File: config.mk
export PLATFORM = sky130hd
export DESIGN_NAME = rpi_port_irq
export DESIGN_NICKNAME = d
export VERILOG_FILES = /design/src/rpi_pkg.sv /design/src/rpi_port_irq.sv /design/src/rpi_flag_cell.sv
export SDC_FILE = /design/constraint.sdc
export NUM_CORES = 1
export LEC_CHECK = 0
export BUFFER_PORTS_ARGS = -buffer_cell sky130_fd_sc_hd__buf_2
export CAP_MARGIN = 20
export CORE_UTILIZATION = 25
export CTS_CLUSTER_SIZE = 12
export DETAILED_ROUTE_END_ITERATION = 7
export GPL_ROUTABILITY_DRIVEN = 0
export PLACE_DENSITY = 0.47
export SYNTH_ARGS = -nofsm -noshare
export SYNTH_HDL_FRONTEND = slang
export SYNTH_HIERARCHICAL = 1
export SYNTH_SLANG_ARGS = --single-unit
export TNS_END_PERCENT = 100
File: constraint.sdc
create_clock -name REF_CLK_I -period 3.7 [get_ports REF_CLK_I]
set_clock_uncertainty 0.15 [all_clocks]
set_input_delay 0.185 -clock REF_CLK_I [delete_from_list [all_inputs] [get_ports REF_CLK_I]]
set_output_delay 0.185 -clock REF_CLK_I [all_outputs]
set_load 0.005 [all_outputs]
File: src/rpi_pkg.sv
// Constants shared by the receive-port interrupt enable and status logic.
package rpi_pkg;

  // ****************************************
  // Register offsets
  // ****************************************
  localparam logic [7:0] RPI_ADDR_ENABLE_HIGH = 8'hD8;
  localparam logic [7:0] RPI_ADDR_ENABLE_LOW = 8'hD9;
  localparam logic [7:0] RPI_ADDR_STATUS_HIGH = 8'hDA;
  localparam logic [7:0] RPI_ADDR_STATUS_LOW = 8'hDB;

  // ****************************************
  // Reset values
  // ****************************************
  localparam logic [7:0] RPI_ENABLE_RESET = 8'h00;
  localparam logic [7:0] RPI_READ_IDLE = 8'h00;

  // ****************************************
  // Field positions, high registers
  // ****************************************
  localparam int RPI_BIT_ENCODE_ERROR = 2;
  localparam int RPI_BIT_CTL_SEQUENCE_ERROR = 1;
  localparam int RPI_BIT_CTL_CRC_ERROR = 0;

  // ****************************************
  // Field positions, low registers
  // ****************************************
  localparam int RPI_BIT_PARITY_ERROR = 2;
  localparam int RPI_BIT_PORT_VALID = 1;
  localparam int RPI_BIT_LOCK_CHANGE = 0;

  // Number of implemented bits in each register; bits above read as zero.
  localparam int RPI_FIELD_WIDTH = 3;

  // Index of each event in the flat six-bit event vector.
  localparam int RPI_EVENT_COUNT = 6;
  localparam int RPI_IDX_LOW_BASE = 0;
  localparam int RPI_IDX_HIGH_BASE = 3;

  // Register selector decoded from the bus address.
  typedef enum logic [2:0] {
    RPI_SEL_NONE,
    RPI_SEL_ENABLE_HIGH,
    RPI_SEL_ENABLE_LOW,
    RPI_SEL_STATUS_HIGH,
    RPI_SEL_STATUS_LOW
  } rpi_sel_t;

endpackage

File: src/rpi_port_irq.sv
// Receive-port interrupt enable and status registers with interrupt request.
//
// Notes on behaviour
// - Encode-error enable, high bit 2, lets link encode errors raise an interrupt.
// - Sequence-error enable, high bit 1, lets control-channel sequence errors interrupt.
// - CRC enable, high bit 0, lets control-channel CRC failures raise an interrupt.
// - Parity enable, low bit 2, lets link parity errors raise an interrupt.
// - Port-valid enable, low bit 1, interrupts on every port-valid change.
// - Lock enable, low bit 0, interrupts on every lock status change.
// - Encode error flag sits in high status bit 2; cleared by reading status two.
// - Sequence error flag sits in high status bit 1; cleared by reading status one.
// - CRC error flag sits in high status bit 0; cleared by reading status one.
// - Parity error flag sits in low status bit 2; cleared by reading status one.
// - Port-valid change flag sits in low status bit 1; cleared by status one read.
// - Lock change flag sits in low status bit 0; cleared by reading status one.
`timescale 1ns/10ps
module rpi_port_irq
  import rpi_pkg::*;
(
  input wire logic REF_CLK_I,
  input wire logic RST_B_I,
  input wire logic [7:0] REG_ADDR_I,
  input wire logic REG_WR_I,
  input wire logic [7:0] REG_WDATA_I,
  input wire logic REG_RD_I,
  output logic [7:0] REG_RDATA_O,
  input wire logic ENCODE_ERROR_I,
  input wire logic CTL_SEQUENCE_ERROR_I,
  input wire logic CTL_CRC_ERROR_I,
  input wire logic PARITY_ERROR_I,
  input wire logic PORT_VALID_I,
  input wire logic LOCK_I,
  input wire logic STATUS_ONE_READ_I,
  input wire logic STATUS_TWO_READ_I,
  output logic IRQ_O
);

  // ****************************************
  // Address decode
  // ****************************************
  function automatic rpi_sel_t decode_addr(input logic [7:0] addr);
    rpi_sel_t sel;
    case (addr)
      RPI_ADDR_ENABLE_HIGH: sel = RPI_SEL_ENABLE_HIGH;
      RPI_ADDR_ENABLE_LOW: sel = RPI_SEL_ENABLE_LOW;
      RPI_ADDR_STATUS_HIGH: sel = RPI_SEL_STATUS_HIGH;
      RPI_ADDR_STATUS_LOW: sel = RPI_SEL_STATUS_LOW;
      default: sel = RPI_SEL_NONE;
    endcase
    return sel;
  endfunction

  rpi_sel_t sel;
  assign sel = decode_addr(REG_ADDR_I);

  // ****************************************
  // Enable registers
  // ****************************************
  logic [RPI_FIELD_WIDTH-1:0] enable_high_reg;
  logic [RPI_FIELD_WIDTH-1:0] enable_low_reg;

  always_ff @(posedge REF_CLK_I) begin
    if (!RST_B_I) begin
      enable_high_reg <= RPI_ENABLE_RESET[RPI_FIELD_WIDTH-1:0];
    end else if (REG_WR_I && sel == RPI_SEL_ENABLE_HIGH) begin
      enable_high_reg <= REG_WDATA_I[RPI_FIELD_WIDTH-1:0];
    end
  end

  always_ff @(posedge REF_CLK_I) begin
    if (!RST_B_I) begin
      enable_low_reg <= RPI_ENABLE_RESET[RPI_FIELD_WIDTH-1:0];
    end else if (REG_WR_I && sel == RPI_SEL_ENABLE_LOW) begin
      enable_low_reg <= REG_WDATA_I[RPI_FIELD_WIDTH-1:0];
    end
  end

  // ****************************************
  // Status change detection
  // ****************************************
  // The previous samples are only trusted once a first sample has been
  // taken after reset, so the level present at release is not a change.
  logic port_valid_prev_reg;
  logic lock_prev_reg;
  logic prev_ok_reg;
  logic port_valid_changed;
  logic lock_changed;

  always_ff @(posedge REF_CLK_I) begin
    if (!RST_B_I) begin
      port_valid_prev_reg <= 1'b0;
      lock_prev_reg <= 1'b0;
      prev_ok_reg <= 1'b0;
    end else begin
      port_valid_prev_reg <= PORT_VALID_I;
      lock_prev_reg <= LOCK_I;
      prev_ok_reg <= 1'b1;
    end
  end

  assign port_valid_changed = prev_ok_reg && (PORT_VALID_I != port_valid_prev_reg);
  assign lock_changed = prev_ok_reg && (LOCK_I != lock_prev_reg);

  // ****************************************
  // Interrupt status flags
  // ****************************************
  logic [RPI_EVENT_COUNT-1:0] event_vec;
  logic [RPI_EVENT_COUNT-1:0] enable_vec;
  logic [RPI_EVENT_COUNT-1:0] clear_vec;
  logic [RPI_EVENT_COUNT-1:0] flag_vec;

  always_comb begin
    event_vec = '0;
    event_vec[RPI_IDX_HIGH_BASE + RPI_BIT_CTL_SEQUENCE_ERROR] = CTL_SEQUENCE_ERROR_I;
    event_vec[RPI_IDX_HIGH_BASE + RPI_BIT_CTL_CRC_ERROR] = CTL_CRC_ERROR_I;
    event_vec[RPI_IDX_HIGH_BASE + RPI_BIT_ENCODE_ERROR] = ENCODE_ERROR_I;
    event_vec[RPI_IDX_LOW_BASE + RPI_BIT_PARITY_ERROR] = PARITY_ERROR_I;
    event_vec[RPI_IDX_LOW_BASE + RPI_BIT_PORT_VALID] = port_valid_changed;
    event_vec[RPI_IDX_LOW_BASE + RPI_BIT_LOCK_CHANGE] = lock_changed;
  end

  assign enable_vec = {enable_high_reg, enable_low_reg};

  always_comb begin
    clear_vec = '0;
    clear_vec[RPI_IDX_HIGH_BASE + RPI_BIT_ENCODE_ERROR] = STATUS_TWO_READ_I;
    clear_vec[RPI_IDX_HIGH_BASE + RPI_BIT_CTL_SEQUENCE_ERROR] = STATUS_ONE_READ_I;
    clear_vec[RPI_IDX_HIGH_BASE + RPI_BIT_CTL_CRC_ERROR] = STATUS_ONE_READ_I;
    clear_vec[RPI_IDX_LOW_BASE + RPI_BIT_PARITY_ERROR] = STATUS_ONE_READ_I;
    clear_vec[RPI_IDX_LOW_BASE + RPI_BIT_PORT_VALID] = STATUS_ONE_READ_I;
    clear_vec[RPI_IDX_LOW_BASE + RPI_BIT_LOCK_CHANGE] = STATUS_ONE_READ_I;
  end

  genvar gi;
  generate
    for (gi = 0; gi < RPI_EVENT_COUNT; gi++) begin : g_flag
      rpi_flag_cell u_flag (
        .clk_i(REF_CLK_I),
        .rst_b_i(RST_B_I),
        .enable_i(enable_vec[gi]),
        .event_i(event_vec[gi]),
        .clear_i(clear_vec[gi]),
        .flag_o(flag_vec[gi])
      );
    end
  endgenerate

  // ****************************************
  // Interrupt request
  // ****************************************
  // A stored flag whose enable has been cleared stays stored but no longer requests.
  logic encode_error_irq_enable;
  logic ctl_sequence_error_irq_enable;
  logic ctl_crc_error_irq_enable;
  logic parity_error_irq_enable;
  logic port_valid_irq_enable;
  logic lock_change_irq_enable;
  logic encode_error_irq_flag;
  logic ctl_sequence_error_irq_flag;
  logic ctl_crc_error_irq_flag;
  logic parity_error_irq_flag;
  logic port_valid_irq_flag;
  logic lock_change_irq_flag;
  logic [RPI_EVENT_COUNT-1:0] pending_vec;

  assign encode_error_irq_enable = enable_vec[RPI_IDX_HIGH_BASE + RPI_BIT_ENCODE_ERROR];
  assign ctl_sequence_error_irq_enable = enable_vec[RPI_IDX_HIGH_BASE + RPI_BIT_CTL_SEQUENCE_ERROR];
  assign ctl_crc_error_irq_enable = enable_vec[RPI_IDX_HIGH_BASE + RPI_BIT_CTL_CRC_ERROR];
  assign parity_error_irq_enable = enable_vec[RPI_IDX_LOW_BASE + RPI_BIT_PARITY_ERROR];
  assign port_valid_irq_enable = enable_vec[RPI_IDX_LOW_BASE + RPI_BIT_PORT_VALID];
  assign lock_change_irq_enable = enable_vec[RPI_IDX_LOW_BASE + RPI_BIT_LOCK_CHANGE];
  assign encode_error_irq_flag = flag_vec[RPI_IDX_HIGH_BASE + RPI_BIT_ENCODE_ERROR];
  assign ctl_sequence_error_irq_flag = flag_vec[RPI_IDX_HIGH_BASE + RPI_BIT_CTL_SEQUENCE_ERROR];
  assign ctl_crc_error_irq_flag = flag_vec[RPI_IDX_HIGH_BASE + RPI_BIT_CTL_CRC_ERROR];
  assign parity_error_irq_flag = flag_vec[RPI_IDX_LOW_BASE + RPI_BIT_PARITY_ERROR];
  assign port_valid_irq_flag = flag_vec[RPI_IDX_LOW_BASE + RPI_BIT_PORT_VALID];
  assign lock_change_irq_flag = flag_vec[RPI_IDX_LOW_BASE + RPI_BIT_LOCK_CHANGE];

  always_comb begin
    pending_vec = '0;
    pending_vec[RPI_IDX_HIGH_BASE + RPI_BIT_ENCODE_ERROR] =
      encode_error_irq_flag && encode_error_irq_enable;
    pending_vec[RPI_IDX_HIGH_BASE + RPI_BIT_CTL_SEQUENCE_ERROR] =
      ctl_sequence_error_irq_flag && ctl_sequence_error_irq_enable;
    pending_vec[RPI_IDX_HIGH_BASE + RPI_BIT_CTL_CRC_ERROR] =
      ctl_crc_error_irq_flag && ctl_crc_error_irq_enable;
    pending_vec[RPI_IDX_LOW_BASE + RPI_BIT_PARITY_ERROR] =
      parity_error_irq_flag && parity_error_irq_enable;
    pending_vec[RPI_IDX_LOW_BASE + RPI_BIT_PORT_VALID] =
      port_valid_irq_flag && port_valid_irq_enable;
    pending_vec[RPI_IDX_LOW_BASE + RPI_BIT_LOCK_CHANGE] =
      lock_change_irq_flag && lock_change_irq_enable;
  end

  always_ff @(posedge REF_CLK_I) begin
    if (!RST_B_I) begin
      IRQ_O <= 1'b0;
    end else begin
      IRQ_O <= |pending_vec;
    end
  end

  // ****************************************
  // Read data
  // ****************************************
  logic [7:0] rdata_next;

  always_comb begin
    rdata_next = RPI_READ_IDLE;
    case (sel)
      RPI_SEL_ENABLE_HIGH: begin
        rdata_next[RPI_FIELD_WIDTH-1:0] = enable_high_reg;
      end
      RPI_SEL_ENABLE_LOW: begin
        rdata_next[RPI_FIELD_WIDTH-1:0] = enable_low_reg;
      end
      RPI_SEL_STATUS_HIGH: begin
        rdata_next[RPI_FIELD_WIDTH-1:0] = flag_vec[RPI_IDX_HIGH_BASE +: RPI_FIELD_WIDTH];
      end
      RPI_SEL_STATUS_LOW: begin
        rdata_next[RPI_FIELD_WIDTH-1:0] = flag_vec[RPI_IDX_LOW_BASE +: RPI_FIELD_WIDTH];
      end
      default: begin
        rdata_next = RPI_READ_IDLE;
      end
    endcase
  end

  // Read data is captured on the read strobe and held until the next read.
  // status readout
  always_ff @(posedge REF_CLK_I) begin
    if (!RST_B_I) begin
      REG_RDATA_O <= RPI_READ_IDLE;
    end else if (REG_RD_I) begin
      REG_RDATA_O <= rdata_next;
    end
  end

endmodule

File: src/rpi_flag_cell.sv
// One sticky interrupt status flag with enable gating and read clear.
`timescale 1ns/10ps
module rpi_flag_cell (
  input wire logic clk_i,
  input wire logic rst_b_i,
  input wire logic enable_i,
  input wire logic event_i,
  input wire logic clear_i,
  output logic flag_o
);

  logic flag_reg;
  logic flag_next;

  // A new event wins over a clear in the same cycle, and only an enabled
  // event can set the flag.
  always_comb begin
    flag_next = flag_reg;
    if (clear_i) begin
      flag_next = 1'b0;
    end
    if (enable_i && event_i) begin
      flag_next = 1'b1;
    end
  end

  always_ff @(posedge clk_i) begin
    if (!rst_b_i) begin
      flag_reg <= 1'b0;
    end else begin
      flag_reg <= flag_next;
    end
  end

  assign flag_o = flag_reg;

endmodule

Yosys cells after proc, flatten, opt, wreduce, memory -nomap -nowiden
Cells that the tools add are included.

Flip-flop bits (word level): 19. Input bits: 28. Output and inout bits: 9. Logic and storage cells: 57.

Equal/unequal tests: 10. Muxes and demuxes: 11. Reductions and logical operators: 23.

Operators with widths (number): $eq 8x8->1 const B (4); $pmux 3 s4 (2); $logic_and 1x1->1 (16); $reduce_bool 2->1 (6); $mux 1 (9); $eq 3x2->1 const B (2); $reduce_or 6->1 (1); $eq 3x1->1 const B (1); $eq 3x3->1 const B (1); $ne 1x1->1 (2).

Longest topological paths before layout
Gate-level depths: netlist of the first run.

Word-level depth: 4. Depth in mapped cells: 4. Depth with buffers taken out: 4.

Cells and area by module
The synthesis of the first run kept the hierarchy.

Modules (own cells, without submodules): rpi_port_irq (times used 1, cells an instance 60, area an instance 681.9 µm²); rpi_flag_cell (times used 6, cells an instance 4, area an instance 41.3 µm²).

Least setup slack after synthesis of the first run
OpenSTA, ideal clock, no wires.

Path kind: register -> register. From: register enable_low_reg[0]. To: register REG_RDATA_O[0]. Setup time: 0.117 ns. Data arrival time: 0.982 ns. Required time: 3.433 ns. Slack: 2.451 ns. Cell stages (with the launch flop): 3. Period minus slack after synthesis: 1.249 ns. Cells stage by stage: dfxtp_1 -> mux4_1 -> a32o_1.

Cells in the longest elaborated chain, start to end: 1.

RTL lines: from (decl) (RTL line rpi_port_irq.sv:60) `logic [RPI_FIELD_WIDTH-1:0] enable_low_reg;`; from (signal assigned) (RTL line rpi_port_irq.sv:72) `enable_low_reg <= RPI_ENABLE_RESET[RPI_FIELD_WIDTH-1:0];`; from (signal assigned) (RTL line rpi_port_irq.sv:74) `enable_low_reg <= REG_WDATA_I[RPI_FIELD_WIDTH-1:0];`; $pmux 3 s4 (RTL line rpi_port_irq.sv:210) `case (sel)`; to (signal assigned) (RTL line rpi_port_irq.sv:235) `REG_RDATA_O <= rdata_next;`; to (decl) (RTL line rpi_port_irq.sv:26) `output logic [7:0] REG_RDATA_O,`.

No other way between the ends. A chain may end at the register's enable or synchronous reset.

Worst setup path after layout of the first run
From: register g_flag[4].u_flag.flag_reg. To: register REG_RDATA_O[1].

Cells in the longest elaborated chain, start to end: 1.

RTL lines: from (decl) (RTL line rpi_flag_cell.sv:12) `logic flag_reg;`; from (signal assigned) (RTL line rpi_flag_cell.sv:31) `flag_reg <= flag_next;`; $pmux 3 s4 (RTL line rpi_port_irq.sv:210).

No other way between the ends.

==> flow_summary.yaml, run 1 <==
outcome:
  outcome: "finished, final reports clean"
yosys:
  synthArstFlopShare: 0
  synth.cells.most_frequent: "dfxtp_1 (19), nand2_1 (15), nand2b_1 (8)"
  synth.area.top_cells: "dfxtp_1 (41%), mux4_1 (8.5%), a21boi_2 (7.3%)"
  syn_inst: 84
  synth.largest_area_cell: "dfxtp_1"
  synth_adder_area_share: 0
  synth_cell_types: 19
  syn_area_sq_um: 929.6
  synth_mux_area_frac: 0.1494
  synth_xor_area_frac: 0.01884
  synth_top_area_frac: 0.4092
  synth_top_family_by_area: "simple AND/OR/NAND/NOR gates"
  synth_edf_count: 0
  synth-main-ff-cell: "dfxtp_1"
  synth_seq_cells: 19
  yosysWarnings: 6
  synth_compound_area_frac: 0.1359
  ys_seq_area_frac: 0.4092
  avgSynthCellArea_sq_um: 11.07
  synth_most_common_cell: "dfxtp_1"
  synth-simple-area-share: 0.2261
floorplanning:
  ioPinCount: 37
  row_count: 21
  dieHeight_um: 62.98
  core_sq_mm: 0.003442
  start_util: 0.2701
  die_x_um: 62.98
  die_area_sq_mm: 0.003966
clock_tree:
  ctsHoldBuffers: 0
  cts_resized: 0
  cts.path.max_buffers: 2
  cts.reportedPaths.clkPinSlew_ns: 0.07
  postCtsSetupBuffers: 0
  insertion_delay_ns: 0.26
  numCtsBuffers: 3
  h-tree-depth: 1
  cts-root-buf: "clkbuf_8"
  numClockSinks: 19
  cts_tree: "built"
routing:
  drtIter0Drc: 34
  drt-total-wl_um: 1790
  wl_per_cell_um: 11.33
  drc: 0
  dr.pass1.iters: 3
  antenna_left: 0
  via_per_inst: 4.342
  route.vias.total: 686
layout:
  diodes: 0
  largest_reg_flops: 6
  drive_gt1_frac: 0.3571
  area_delta_synth_final_pct: 22.21
  fin_nets: 141
  final-instance-count-excl-fill: 158
placement:
  dp.cells: 154
  dp_slack_ns: 2.254
  io_buffers: 26
  dp_hpwl_um: 1440
worst_setup_path:
  required_ns: 3.70
  cp_slowest_cell: "mux4_1"
  path_class: "reg -> reg"
  path_cells: "mux4_1 > a32o_1"
  cp_data_arrival_time_ns: 1.31
  crit_fanout: 3
  cp-end-kind: "register"
  critPathTopFamily: "multiplexers"
  path_buf_inv: 0
  startpoint_type: "register"
  critPathMaxStageDelay_ns: 0.51
timing:
  rsz0062_at_grt: "false"
  drv_slew: 0
  period_needed_ns: 1.308
  period_share: 0.3536
  fin_ws_ns: 2.392
  tns_ns: 0
  setup_viol: 0
  fmax_mhz: 764.3
  timing.final.hold_violations: 0
  timing.hold.ws_ns: 0.008288
power:
  seqPwrFrac: 0.542
  p_per_area_mw_per_mm2: 336.0
  clock_power_share: 0.370
  p_int_uw: 299.2
  combinationalPowerShare: 0.087
  sw_frac_of_total: 0.2162
  ir_drop_v: 0.0002075
  p_total_uw: 381.8
  switchingPower_uw: 82.55
  p_leak_nw: 0.4611
global_routing:
  grt_pass1_vias: 736
  grt_max_degree: 23
  grt_pass1_wl_um: 3263
  grt_use_total: 0.1073
  grt_overflow: 0
  antenna_found_initial: 0
hold_path:
  hold_class: "in -> reg"
job:
  cap_violations: 0
## power by group through the flow
stage	clock, mW	sequential (mW)	combinational (mW)
after floorplan	0	0.212	0.0197
after global placement	0	0.212	0.0332
after detailed placement	0	0.212	0.0338
after CTS	0.149	0.207	0.0339
after global routing	0.158	0.207	0.0373
final	0.141	0.207	0.0333
## path summary, 6_finish.rpt
path | from | end | slack [ns] | depth (start not counted)
max | g_flag[4].u_flag/flag_o | REG_RDATA_O[1] | 2.39 | 2
min | PORT_VALID_I | port_valid_prev_reg | 0.008 | 2
max reg2reg | g_flag[4].u_flag/flag_o | REG_RDATA_O[1] | 2.39 | 2
min reg2reg | REG_RDATA_O[0] | REG_RDATA_O[0] | 0.34 | 1
## final cells by class
| type | instances | area, sq um |
|---|---|---|
| Fill cell | 375 | 2306 |
| Sequential cell | 19 | 380.4 |
| Inverter | 3 | 11.26 |
| Multi-Input combinational cell | 60 | 511.7 |
| Clock buffer | 4 | 45.04 |
| Timing Repair Buffer | 26 | 130.1 |
| Tap cell | 46 | 57.56 |
## cell families after synthesis
logic type / count (synthesis)
buf+inv: 9
mux: 9
flops: 19
compound gates: 13
xor+xnor: 2
other cells: 1
simple gates: 31
## metrics by stage
step	instance area, sq um	utilization
floorplan	944.7	-
global placement	1091	0.3170
detailed placement	1091	0.3170
CTS	1136	0.3301
global route	1136	0.3301
finish	1136	0.3301
## cell usage in the layout, fill, tap and decap left out, types with 4 or more instances in the layout
master    instances
mux2i_1           6
nand2_1          15
nand2b_1          8
and2_1            4
buf_2            26
dfxtp_1          19
a21boi_2          6
conb_1            5
## routing by layer
| layer | vias up | GRT usage | part of all wire |
|---|---|---|---|
| li1 | 343 | - | - |
| met5 | - | 0 | 0 |
| met2 | 24 | 0.1734 | 0.47 |
| met4 | 0 | 0.03488 | 0.017 |
| met1 | 315 | 0.1254 | 0.44 |
| met3 | 4 | 0.04745 | 0.070 |
Note: power is estimated with default switching activity, not from simulation.
==> inputs of run 2 (changes only) <==
Clock period 3.7 ns to 1.29 ns, I/O delays scaled along.
==> run 2 against run 1 <==
Effect of this change: sequential power grew to 2.9 times the previous value; core utilization up 6.5 points; global-route usage increased by 0.65 points; clock power rose to 2.9 times the previous value; via count is 14% higher; cell area grew 20%; fmax increased by 3.5%; die area unchanged; first-iteration DRC count is 56% lower; hold slack better by 0.036 ns; register-to-register slack got worse by 2.4 ns; largest power group unchanged.
==> flow_summary.yaml, run 2 (synthesized netlist as in run 1, its figures left out) <==
outcome:
  outcome: "finished, final reports clean"
routing:
  antenna_left: 0
  route.vias.total: 783
  dr.pass1.iters: 4
  wl_per_cell_um: 11.23
  drt-total-wl_um: 2077
  drc: 0
  via_per_inst: 4.232
  drtIter0Drc: 15
  wl_met1_um: 965
  route.met3.wl_um: 119
  routed-wl-met2_um: 992
  top_layer: "met3"
worst_setup_path:
  critPathMaxStageDelay_ns: 0.47
  cp_slowest_cell: "mux4_2"
  rr_endpoint: "REG_RDATA_O[0]"
  startpoint: "g_flag[0].u_flag/flag_o"
  cp_data_arrival_time_ns: 1.26
  rr_worst_depth: 2
  path_class: "reg -> reg"
  crit_fanout: 3
  rrSetupSlack_ns: 0.03
  required_ns: 1.29
  startpoint_type: "register"
  cp-end-kind: "register"
  path_cells: "mux4_2 > a32o_1"
  r2r_start: "g_flag[0].u_flag/flag_o"
timing:
  fmax_mhz: 791.1
  drv_slew: 0
  timing.hold.ws_ns: 0.04425
  timing.final.hold_violations: 0
  period_share: 0.9799
  period_needed_ns: 1.264
  tns_ns: 0
  setup_viol: 0
clock_tree:
  cts_tree: "built"
  insertion_delay_ns: 0.25
  h-tree-depth: 1
  numCtsBuffers: 3
  cts.reportedPaths.clkPinSlew_ns: 0.07
  cts-root-buf: "clkbuf_8"
  numClockSinks: 19
  postCtsSetupBuffers: 0
  cts.path.max_buffers: 2
global_routing:
  grt_max_degree: 19
  grt_pass1_vias: 775
  grt_pass1_wl_um: 3422
  grt_overflow: 0
  grt_use_total: 0.1138
  antenna_found_initial: 0
hold_path:
  hp-start: "RST_B_I"
  hold_depth: 2
  hold_class: "in -> reg"
  min_to: "prev_ok_reg"
power:
  p_total_mw: 1.134
  p_per_area_mw_per_mm2: 832.7
  ir_drop_v: 0.0006121
  p_leak_nw: 0.5687
placement:
  dp_hpwl_um: 1615
  io_buffers: 26
  placed_area_sq_mm: 0.001196
layout:
  area_delta_synth_final_pct: 46.43
  final_common_cell: "buf_2"
  fin_nets: 168
  stdcell_area_sq_mm: 0.001361
  diodes: 0
  largest_reg_flops: 6
  final_core_util: 0.3955
  fill_cells: 372
  drive_gt1_frac: 0.4173
  layout_common_cells: "buf_2 (26), dfxtp_1 (18), nand2_1 (15)"
floorplanning:
  start_util: 0.2701
  ioPinCount: 37
  die_x_um: 62.98
  dieHeight_um: 62.98
  die_area_sq_mm: 0.003966
  row_count: 21
  core_sq_mm: 0.003442
job:
  cap_violations: 0
## run 2: changes by cell type in the layout (fill, tap and decap cells not counted)
cell / previous run / this run
dfxtp_2: 0 / 1
buf_4: 0 / 14
dlygate4sd3_1: 0 / 13
mux4_2: 0 / 3
dfxtp_1: 19 / 18
mux4_1: 3 / 0
## run 2: per-stage QoR
stage,setup slack (ns),std cells
2_1_floorplan,0.04086,88
5_1_grt,-0.002826,185
4_1_cts,0.008624,185
6_report,0.02590,185
3_5_place_dp,-0.01689,168
3_3_place_gp,0.004148,168
## run 2: final cells by class
cell class | instances | area (sq um) | share of cell area
inverter | 3 | 11.26 | 0.008272
timing repair buffer | 53 | 365.4 | 0.2684
sequential | 19 | 381.6 | 0.2803
multi-input combinational | 60 | 500.5 | 0.3676
clock buffer | 4 | 45.04 | 0.03309
tap | 46 | 57.56 | 0.04228
## run 2: repair_timing
item	4_1_cts	5_1_grt
setup endpoints to repair	2	2
resized for setup	2	2
hold buffers	13	0
pin swaps	0	1
endpoints found under the hold margin	18	0
## run 2: worst max-delay path, delay by kind of cell (launching register included)
kind / cells / cell delay [ns]
AOI/OAI and AO/OA: 1 / 0.21
DFF: 1 / 0.33
muxes: 1 / 0.47
## run 2: per-layer routing
metal,global-route usage,up-vias
li1,-,395
met1,0.1354,364
met2,0.1882,24
met3,0.04197,0
met4,0.03488,0
met5,0,-
## run 2: worst max-delay path by stage
stage,endpoint,slack (ns),cells after the start
after floorplan,REG_RDATA_O[0],0.04,2
after detailed placement,REG_RDATA_O[0],-0.02,2
after CTS,REG_RDATA_O[0],0.009,2
after global placement,REG_RDATA_O[0],0.004,2
final,REG_RDATA_O[0],0.03,2
after global routing,REG_RDATA_O[1],-0.003,2
## run 2: where the power goes
group | internal, mW | total (mW) | leakage [nW] | switching, mW
Combinational | 0.0773 | 0.134 | 0.392 | 0.0564
Sequential | 0.592 | 0.594 | 0.154 | 0.00205
Clock | 0.219 | 0.406 | 0.0228 | 0.187
Total | 0.888 | 1.13 | 0.569 | 0.246
